$ cat config.mk
export PLATFORM = sky130hd
export DESIGN_NAME = rrc_top
export DESIGN_NICKNAME = d
export VERILOG_FILES = /design/src/logic/rrc_pkg.sv /design/src/logic/rrc_dec_if.sv /design/src/logic/rrc_decoder.sv /design/src/logic/rrc_top.sv
export SDC_FILE = /design/constraint.sdc
export NUM_CORES = 1
export LEC_CHECK = 0
export ABC_AREA = 0
export BUFFER_PORTS_ARGS = -buffer_cell sky130_fd_sc_hd__buf_2
export CORE_ASPECT_RATIO = 1.4
export CORE_UTILIZATION = 43
export CTS_CLUSTER_DIAMETER = 80
export DETAILED_ROUTE_END_ITERATION = 7
export GPL_TIMING_DRIVEN = 0
export MAX_ROUTING_LAYER = met4
export PLACE_DENSITY = 0.77
export SLEW_MARGIN = 20
export SYNTH_ARGS = -nofsm -noshare
export SYNTH_HDL_FRONTEND = slang
export SYNTH_SLANG_ARGS = --single-unit
$ cat constraint.sdc
create_clock -name mclk -period 1 [get_ports mclk]
set_input_delay 0.15 -clock mclk [delete_from_list [all_inputs] [get_ports mclk]]
set_output_delay 0.15 -clock mclk [all_outputs]
set_load 0.05 [all_outputs]
$ cat src/logic/rrc_pkg.sv
// Package with encodings and reset values for the rotate-right-through-carry slice
package rrc_pkg;
	localparam logic [5:0]  RRC_OPC_HI      = 6'h0C;
	localparam int          RRC_OPC_MSB     = 11;
	localparam int          RRC_OPC_LSB     = 6;
	localparam int          RRC_DEST_BIT    = 5;
	localparam int          RRC_ADDR_MSB    = 4;
	localparam int          RRC_ADDR_LSB    = 0;
	localparam logic [7:0]  RRC_ACC_RST     = 8'h00;
	localparam logic        RRC_CARRY_RST   = 1'b0;
	localparam logic [7:0]  RRC_WDATA_RST   = 8'h00;
	localparam logic [4:0]  RRC_WADDR_RST   = 5'h00;
	localparam int          RRC_EXEC_CYCLES = 1;
	typedef enum logic [0:0] {
		RRC_DEST_ACC  = 1'b0,
		RRC_DEST_FILE = 1'b1
	} rrc_dest_t;
endpackage

$ cat src/logic/rrc_dec_if.sv
// Interface carrying decoded opcode fields from decoder to datapath
`timescale 1ns/1ps
interface rrc_dec_if;
	logic       hit;
	logic       dest;
	logic [4:0] addr;
	modport dec (output hit, output dest, output addr);
	modport dp  (input hit, input dest, input addr);
endinterface

$ cat src/logic/rrc_decoder.sv
// Opcode decoder for the rotate-right-through-carry instruction
`timescale 1ns/1ps
module rrc_decoder
	import rrc_pkg::*;
(
	// Instruction word
	input  wire logic [11:0] instr,
	input  wire logic        instr_valid,
	// Decoded fields
	rrc_dec_if.dec           dec
);
	function automatic logic is_rotate_right_carry_op(input logic [11:0] w);
		return w[RRC_OPC_MSB:RRC_OPC_LSB] == RRC_OPC_HI;
	endfunction

	always_comb begin
		dec.hit  = instr_valid && is_rotate_right_carry_op(instr);
		dec.dest = instr[RRC_DEST_BIT];
		dec.addr = instr[RRC_ADDR_MSB:RRC_ADDR_LSB];
	end
endmodule

$ cat src/logic/rrc_top.sv
// Rotate-right-through-carry datapath slice of the 8-bit core
// ----------------------------------------------------------------
// ----------------------------------------------------------------
`timescale 1ns/1ps
module rrc_top
	import rrc_pkg::*;
(
	// Clock and reset
	input  wire logic        mclk,
	input  wire logic        reset_n,
	// Instruction from the decoder stage, one per cycle
	input  wire logic [11:0] instr,
	input  wire logic        instr_valid,
	// Register file read port, combinational on file_raddr
	output logic      [4:0]  file_raddr,
	input  wire logic [7:0]  file_rdata,
	// Register file write port
	output logic             file_we,
	output logic      [4:0]  file_waddr,
	output logic      [7:0]  file_wdata,
	// Architectural state
	output logic      [7:0]  acc,
	output logic             carry,
	output logic             zero_we,
	output logic             dcarry_we,
	output logic             done
);
	rrc_dec_if dec_bus ();

	rrc_decoder u_dec (
		.instr       (instr),
		.instr_valid (instr_valid),
		.dec         (dec_bus)
	);

	// ----------------------------------------------------------------
	// Execute datapath
	// ----------------------------------------------------------------
	logic [7:0] rot;
	logic       exec_acc;
	logic       exec_file;

	// Operand read and rotate are combinational: the register file answers within the cycle
	function automatic logic [7:0] rot_right(input logic [7:0] v, input logic c);
		return {c, v[7:1]};
	endfunction

	assign file_raddr = dec_bus.addr;
	assign rot        = rot_right(file_rdata, carry_q);
	assign exec_acc   = dec_bus.hit && (dec_bus.dest == RRC_DEST_ACC);
	assign exec_file  = dec_bus.hit && (dec_bus.dest == RRC_DEST_FILE);

	// ----------------------------------------------------------------
	// Accumulator, carry and completion pulse
	// ----------------------------------------------------------------
	logic [7:0] acc_q;
	logic [7:0] acc_d;
	logic       carry_q;
	logic       carry_d;
	logic       done_q;
	logic       done_d;

	always_comb begin
		acc_d   = acc_q;
		carry_d = carry_q;
		done_d  = 1'b0;
		if (dec_bus.hit) begin
			// Carry is the only status bit this instruction may move
			carry_d = file_rdata[0];
			done_d  = 1'b1;
		end
		if (exec_acc) begin
			acc_d = rot;
		end
	end

	always_ff @(posedge mclk or negedge reset_n) begin
		if (!reset_n) begin
			acc_q   <= RRC_ACC_RST;
			carry_q <= RRC_CARRY_RST;
			done_q  <= 1'b0;
		end else begin
			acc_q   <= acc_d;
			carry_q <= carry_d;
			done_q  <= done_d;
		end
	end

	// ----------------------------------------------------------------
	// Register file write-back
	// ----------------------------------------------------------------
	// Registered one cycle after execute; a back-to-back read of the same
	// address relies on forwarding inside the register file
	logic       we_q;
	logic       we_d;
	logic [4:0] waddr_q;
	logic [4:0] waddr_d;
	logic [7:0] wdata_q;
	logic [7:0] wdata_d;

	always_comb begin
		we_d    = 1'b0;
		waddr_d = waddr_q;
		wdata_d = wdata_q;
		if (exec_file) begin
			we_d    = 1'b1;
			waddr_d = dec_bus.addr;
			wdata_d = rot;
		end
	end

	always_ff @(posedge mclk or negedge reset_n) begin
		if (!reset_n) begin
			we_q    <= 1'b0;
			waddr_q <= RRC_WADDR_RST;
			wdata_q <= RRC_WDATA_RST;
		end else begin
			we_q    <= we_d;
			waddr_q <= waddr_d;
			wdata_q <= wdata_d;
		end
	end

	// ----------------------------------------------------------------
	// Outputs
	// ----------------------------------------------------------------
	assign acc        = acc_q;
	assign carry      = carry_q;
	assign file_we    = we_q;
	assign file_waddr = waddr_q;
	assign file_wdata = wdata_q;
	assign done       = done_q;
	// Zero and digit-carry are never touched by this instruction
	assign zero_we    = 1'b0;
	assign dcarry_we  = 1'b0;

	localparam int COMMIT_LAT = RRC_EXEC_CYCLES;

	// Cycles since the last executed rotate, saturating at 3 so it never wraps
	logic [1:0] since_hit_q;
	logic [1:0] since_hit_d;

	always_comb begin
		since_hit_d = since_hit_q;
		if (dec_bus.hit) begin
			since_hit_d = 2'h1;
		end else if (since_hit_q != 2'h3) begin
			since_hit_d = since_hit_q + 2'h1;
		end
	end

	always_ff @(posedge mclk or negedge reset_n) begin
		if (!reset_n) begin
			since_hit_q <= 2'h3;
		end else begin
			since_hit_q <= since_hit_d;
		end
	end
endmodule

# Word-level counts from Yosys, hierarchy flattened
# Index checks and enable logic that the tools add are counted.
[totals]
output_inout_bits = 31
inputBits = 23
elab_cells = 13
ff_bits = 24
[op_classes]
reduce_logical = 3
n_eq_ne = 1
n_bitwise = 1
n_mux = 2
[ops]
columns = ["op", "count"]
rows = [
  ["== test 6 x 4 -> 1 bit (second input constant)", 1],
  ["logical AND 1 bit", 3],
  ["two-way mux 1 bit", 2],
  ["inverter 1 bit", 1],
]

# Depth between registers and ports, before layout
# Gate-level depths: netlist of run 1.
[logic_depth]
ltp_word = 4
mapped_depth = 4
ltp_nobuf = 3

# By module
# A second synthesis of run 1 with hierarchy kept.
[unflattened]
cells_unflattened = 62
area_unflattened_um2 = 1002.2
[by_module_without_submodules]
columns = ["mod", "cells_per_inst", "seq_area_each_um2", "n_inst", "area_each_um2"]
rows = [
  ["rrc_top", 54, 600.6, 1, 935.9],
  ["rrc_decoder", 8, 0.0, 1, 66.3],
]

# Worst setup path before layout of run 1
# No wires, ideal clock.
[synth_timing]
kind = "input to register"
startpoint = "in instr[6]"
endpoint = "reg waddr_q[0] (netlist: file_waddr[0])"
required_time_ps = 875
path_stages = 4
setup_time_ps = 125
slack_ps = -205
arrival_ps = 1080
n_path_buf = 1
cell_sequence = "and4bb_2 -> nand4_4 -> buf_6 -> mux2_4"
[synth_via]
elab_chain_cells = 3
[synth_lines]
columns = ["item", "line_no", "rtl"]
rows = [
  ["start: declaration", "rrc_top.sv:12", "input wire logic [11:0] instr,"],
  ["== test 6 x 4 -> 1 bit", "rrc_decoder.sv:13", "return w[RRC_OPC_MSB:RRC_OPC_LSB] == RRC_OPC_HI;"],
  ["logical AND 1 bit", "rrc_decoder.sv:17", "dec.hit = instr_valid && is_rotate_right_carry_op(instr);"],
  ["logical AND 1 bit", "rrc_top.sv:51", "assign exec_file = dec_bus.hit && (dec_bus.dest == RRC_DEST_FILE);"],
  ["end signal: assignment", "rrc_top.sv:119", "waddr_q <= waddr_d;"],
  ["end: declaration", "rrc_top.sv:96", "logic [4:0] waddr_q;"],
]
# No other way between the ends.
# A chain may end at the register's enable or synchronous reset.

# Worst setup path after layout of run 1
[layout_timing]
startpoint = "reg wdata_q[4] (netlist: file_wdata[4])"
endpoint = "out file_wdata[4]"
[layout_lines]
columns = ["item", "line_no", "rtl"]
rows = [
  ["start: declaration", "rrc_top.sv:98", "logic [7:0] wdata_q;"],
  ["start signal: assignment", "rrc_top.sv:120", "wdata_q <= wdata_d;"],
  ["end: declaration", "rrc_top.sv:20", "output logic [7:0] file_wdata,"],
]
# No word-level cell between the ends.

==> flow_metrics.py, run 1 <==
metrics = {
    "grt": {
        "grt_pass1_wl_um": 3260,
        "overflow": 0,
        "first_global_vias": 786,
        "grt_max_degree": 25,
        "grtUsageTotal_pct": 17.7,
        "antenna_found_initial": 0,
    },
    "timing": {
        "fin_crit_ns": 1.04,
        "tightest_slew_ns": 0.521,
        "period_share_pct": 104,
        "fin_skew_ns": 0.000103,
        "setup_viol": 24,
        "whs_ns": 0.0746,
        "hold_viol_final": 0,
        "max_freq_mhz": 962,
        "rsz0062_at_grt": "yes",
        "relSlewSlack_pct": 65.3,
        "worst_slack_ns": -0.0397,
        "finalMaxSlewViolations": 0,
    },
    "synth": {
        "synth_cell_types": 12,
        "synth.avg_cell_area_um2": 16.7,
        "netlist_instances": 61,
        "yosysWarningCount": 0,
        "synth.cell_area_um2": 1020,
        "synth-seq-area-share_pct": 58.8,
        "ys_ff_latch": 24,
    },
    "route": {
        "vias_per_cell": 4.93,
        "drtPass1Iterations": 2,
        "via_count": 750,
        "drc": 0,
        "ant_nets": 0,
        "drt-total-wl_um": 2060,
        "wl_per_cell_um": 13.5,
        "drt_iter0_drc": 8,
    },
    "placed_design": {
        "port_buffers": 51,
        "place.gp.congestion": 0.704,
        "place_area_um2": 1310,
        "pre_cts_slack_ns": -0.426,
        "place_inst": 135,
        "dp_hpwl_um": 1360,
    },
    "min_path": {
        "hold_depth": 2,
        "min_to": "file_wdata[2]$_DFFE_PN0P_",
        "min_from": "file_rdata[3]",
        "holdCritPathClass": "in -> reg",
    },
    "layout": {
        "multi_input_area_um2": 375,
        "final_area_um2": 1620,
        "post-route-util_pct": 73.5,
        "antenna_cells": 0,
        "nFillCells": 157,
        "final_cell_mix": "buf_2, dfrtp_1, buf_6",
        "syn2layout_area_growth_pct": 58.5,
        "final_common_cell": "buf_2",
        "layoutNonFillerInstCount": 152,
        "regArea_um2": 601,
        "final_nets": 154,
        "layout-drive-gt1-share_pct": 77.7,
    },
    "pwr": {
        "powerDensity_nw_per_um2": 1440,
        "leakagePower_uw": 0.000924,
        "vdd_drop_max_mv": 1.08,
    },
    "worst_setup_path": {
        "cp_num_buf_inv": 1,
        "timing.rr.start": "file_wdata[2]$_DFFE_PN0P_",
        "r2r_end": "file_wdata[2]$_DFFE_PN0P_",
        "worstPathRequired_ns": 0.85,
        "rrSetupSlack_ns": -0.02,
        "rr_worst_depth": 3,
        "arrival_ns": 0.89,
        "critical_path.max_stage_delay_ns": 0.42,
        "path_cells": "buf_6",
        "cp_slowest_cell": "dfrtp_1",
        "crit_fanout": 2,
        "cp_top_family": "flip-flops",
        "critical_path_class": "reg -> out",
        "cp-start-kind": "flip-flop",
        "end_kind": "output port",
    },
    "floorplan": {
        "ios": 54,
        "die_x_um": 43.2,
        "dieHeight_um": 59.7,
        "rows": 20,
        "die_area_um2": 2580,
        "core_region_area_um2": 2200,
        "start_util_pct": 46.4,
    },
    "outcome": {
        "violations": "negative setup slack",
        "status": "finished, violations left",
    },
    "clocking": {
        "cts_root_buffer": "clkbuf_4",
        "worstSkewPairLatency_ns": 0.30,
        "clk_pin_slew_ns": 0.13,
        "cts_buffers": 3,
        "cts_tree": "built",
        "clock_sinks": 24,
        "cts.htree.levels": 1,
        "clock_path_buffers": 2,
    },
    "flow_run": {
        "maxCapViolCount": 0,
    },
}
area by class of cell:
class                   count  share of cell area, %
flip-flops and latches     24                   37.1
repair buffers             64                   31.2
multi-input cells          30                   23.2
plain buffers               8                   4.49
clock buffers               4                   2.24
well taps                  22                   1.70
cell families after synthesis:
family                 synth area share, %
DFF                                   58.8
other                                0.367
muxes                                 27.9
and+or+nand+nor                       6.62
buffers and inverters                 6.25
flip-flops by register name, summed over array words and instances, names as in the netlist:
register,count
file_we,1
carry,1
file_waddr,5
acc,8
file_wdata,8
done,1
synth_stat cells (all sizes together):
| cell type | number | area share (%) |
|---|---|---|
| dfrtp | 24 | 59 |
| mux2 | 22 | 28 |
| buf | 8 | 6.2 |
| and3 | 1 | 0.61 |
| and4 | 1 | 0.86 |
| and4bb | 1 | 1.2 |
| conb | 1 | 0.37 |
| nand4 | 1 | 2.1 |
| nand4b | 1 | 1.5 |
| nor2 | 1 | 0.37 |
layer usage:
metal	vias to the layer above	global-route usage, %	wire length [µm]
li1	345	-	-
met1	374	18.4	710
met2	27	31.3	1210
met3	4	2.42	100
met4	0	10.4	36
met5	-	-	0
through the flow:
step,total power (µW),TNS (ns)
after floorplan,1510,-3.24
after global placement,1670,-7.30
after detailed placement,1680,-7.86
after CTS,2320,-0.854
after global routing,2430,-1.65
final,2320,-0.568
power breakdown:
| part | switching, µW | internal [µW] |
|---|---|---|
| clock | 271 | 222 |
| combinational | 428 | 312 |
| sequential | 50.1 | 1040 |
| total | 748 | 1580 |
worst max-delay path by stage:
stage                                    startpoint                         to  cells past startpoint  slack (ns)
final                     file_wdata[4]$_DFFE_PN0P_              file_wdata[4]                      1       -0.04
after global routing      file_wdata[4]$_DFFE_PN0P_              file_wdata[4]                      1       -0.08
after CTS                 file_waddr[1]$_DFFE_PN0P_              file_waddr[1]                      1       -0.05
after detailed placement                   instr[7]         acc[3]$_DFFE_PN0P_                      4       -0.43
after global placement                     instr[7]         acc[6]$_DFFE_PN0P_                      4       -0.40
after floorplan                            instr[7]  file_waddr[0]$_DFFE_PN0P_                      4       -0.19
repair_timing:
item / 4_1_cts / 5_1_grt
hold buffers: 1 / 0
endpoints found under the hold margin: 24 / 0
resized for setup: 51 / 1
setup endpoints to repair: 42 / 30
buffers inserted: 7 / 5
No activity file was read; power rests on OpenSTA's default activity.
==> run 2: changes to the inputs <==
--- a/config.mk
+++ b/config.mk
@@ -6,14 +6,15 @@
 export NUM_CORES = 1
 export LEC_CHECK = 0
 export ABC_AREA = 0
-export BUFFER_PORTS_ARGS = -buffer_cell sky130_fd_sc_hd__buf_2
 export CORE_ASPECT_RATIO = 1.4
-export CORE_UTILIZATION = 43
+export CORE_UTILIZATION = 56
 export CTS_CLUSTER_DIAMETER = 80
 export DETAILED_ROUTE_END_ITERATION = 7
+export DONT_BUFFER_PORTS = 1
 export GPL_TIMING_DRIVEN = 0
 export MAX_ROUTING_LAYER = met4
-export PLACE_DENSITY = 0.77
+export PLACE_DENSITY = 0.71
+export RECOVER_POWER = 25
 export SLEW_MARGIN = 20
 export SYNTH_ARGS = -nofsm -noshare
 export SYNTH_HDL_FRONTEND = slang
==> run 2 against run 1 <==
Compared with the run above:
- the run still ends with negative setup slack left
- global-route usage is 1.5 points higher
- cell count shrank 33%
- clock skew is 0.00056 ns higher
- first-iteration DRC count fell by 63%
- non-clock buffer count shrank 47
- sequential cell count did not move
- critical path type unchanged
==> flow_metrics.py, run 2 (same netlist as run 1, synthesis figures left out) <==
metrics = {
    "grt": {
        "grtUsageTotal_pct": 19.2,
        "first_global_vias": 566,
        "overflow": 0,
        "grt_max_degree": 25,
        "antenna_found_initial": 0,
        "grt_pass1_wl_um": 2490,
    },
    "layout": {
        "final_nets": 107,
        "antenna_cells": 0,
        "syn2layout_area_growth_pct": 26.8,
        "regArea_um2": 631,
        "layout-drive-gt1-share_pct": 75.9,
        "final_cell_mix": "dfrtp_2, dlygate4sd3_1, mux2_2",
        "final_common_cell": "dfrtp_2",
        "multi_input_area_um2": 372,
        "nFillCells": 86,
        "layoutNonFillerInstCount": 102,
    },
    "pwr": {
        "power.switching_uw": 693,
        "internal_power_uw": 1410,
        "powerDensity_nw_per_um2": 1620,
        "seq_power_share_pct": 64.5,
        "clkPwrFrac_pct": 23.6,
        "vdd_drop_max_mv": 1.29,
        "swShare_pct": 32.9,
        "leakagePower_uw": 0.000633,
        "pwr-share-comb_pct": 11.9,
    },
    "route": {
        "via_count": 556,
        "vias_per_cell": 5.45,
        "drt_iter0_drc": 3,
        "drt-total-wl_um": 1720,
        "drtPass1Iterations": 3,
        "wl_per_cell_um": 16.9,
        "ant_nets": 0,
        "drc": 0,
    },
    "placed_design": {
        "dp_hpwl_um": 1130,
        "port_buffers": 0,
        "place.gp.congestion": 0.601,
        "pre_cts_slack_ns": -0.324,
        "place_inst": 81,
    },
    "worst_setup_path": {
        "arrival_ns": 0.87,
        "end_kind": "output port",
        "worstPathRequired_ns": 0.85,
        "crit_fanout": 4,
        "critical_path_class": "reg -> out",
        "cp-start-kind": "flip-flop",
    },
    "floorplan": {
        "ios": 54,
        "rows": 17,
        "dieHeight_um": 52.5,
        "start_util_pct": 62.3,
        "die_x_um": 38.1,
        "core_region_area_um2": 1640,
        "die_area_um2": 2000,
    },
    "flow_run": {
        "maxCapViolCount": 0,
    },
    "clocking": {
        "clock_path_buffers": 2,
        "cts_tree": "built",
        "cts.htree.levels": 1,
        "cts_buffers": 3,
        "worstSkewPairLatency_ns": 0.30,
        "clk_pin_slew_ns": 0.12,
        "cts_root_buffer": "clkbuf_4",
        "clock_sinks": 24,
    },
    "timing": {
        "max_freq_mhz": 983,
        "fin_skew_ns": 0.000667,
        "hold_viol_final": 0,
        "finalMaxSlewViolations": 0,
        "relSlewSlack_pct": 61.9,
        "worst_slack_ns": -0.0171,
        "setup_viol": 9,
        "tightest_slew_ns": 0.572,
        "period_share_pct": 102,
        "rsz0062_at_grt": "yes",
        "fin_crit_ns": 1.02,
    },
    "outcome": {
        "violations": "negative setup slack",
        "status": "finished, violations left",
    },
    "min_path": {
        "holdCritPathClass": "in -> reg",
    },
}
## run 2: per-stage QoR
stage | power, µW | hold WS (ns) | utilization (%) | instance area [µm²] | setup TNS [ns]
after global routing | 2190 | 0.00168 | 79.1 | 1290 | -0.830
after CTS | 2090 | -0.490 | 76.9 | 1260 | -0.161
after floorplan | 1510 | -0.146 | - | 1030 | -3.24
after detailed placement | 1540 | -0.145 | 64.2 | 1050 | -5.28
final | 2100 | 0.0167 | 79.1 | 1290 | -0.0392
after global placement | 1530 | -0.145 | 64.2 | 1050 | -4.77
## run 2: timing repair
item	in CTS	in global routing
pin swaps	0	0
endpoints found under the setup margin	46	31
setup buffers	0	0
endpoints found under the hold margin	45	25
resized for setup	24	2
hold buffers	14	3
## run 2: final cells by class
type | count | share of cell area (%)
tap | 19 | 1.84
sequential | 24 | 48.7
buffer | 8 | 5.22
multi-input combinational | 30 | 28.7
clock buffer | 4 | 2.80
timing repair buffer | 17 | 12.8
## run 2: path summary, 6_finish.rpt
kind | cells past startpoint | endpoint | slack [ns] | startpoint
max | 0 | carry | -0.02 | carry$_DFFE_PN0P_
min | 1 | file_we$_DFF_PN0_ | 0.02 | instr[5]
max reg2reg | 1 | acc[7]$_DFFE_PN0P_ | 0.06 | carry$_DFFE_PN0P_
min reg2reg | 1 | file_waddr[3]$_DFFE_PN0P_ | 0.76 | file_waddr[3]$_DFFE_PN0P_
max in group asynchronous | 2 | acc[5]$_DFFE_PN0P_ | 0.23 | reset_n
min in group asynchronous | 2 | file_wdata[4]$_DFFE_PN0P_ | 0.36 | reset_n
## run 2: per-layer routing
layer / share of wire, % / track usage, % / up-vias / wire length, µm
met1: 38 / 19.9 / 269 / 659
met4: 2.0 / 12.5 / 0 / 35
met2: 49 / 30.5 / 35 / 849
met3: 10 / 5.96 / 4 / 175
li1: - / - / 248 / -
met5: 0 / - / - / 0
## run 2: power groups by stage
stage          clock, µW  sequential [µW]  combinational [µW]
2_1_floorplan          0             1350                 167
4_1_cts              504             1360                 223
6_report             496             1360                 251
3_3_place_gp           0             1360                 171
3_5_place_dp           0             1360                 176
5_1_grt              548             1370                 270
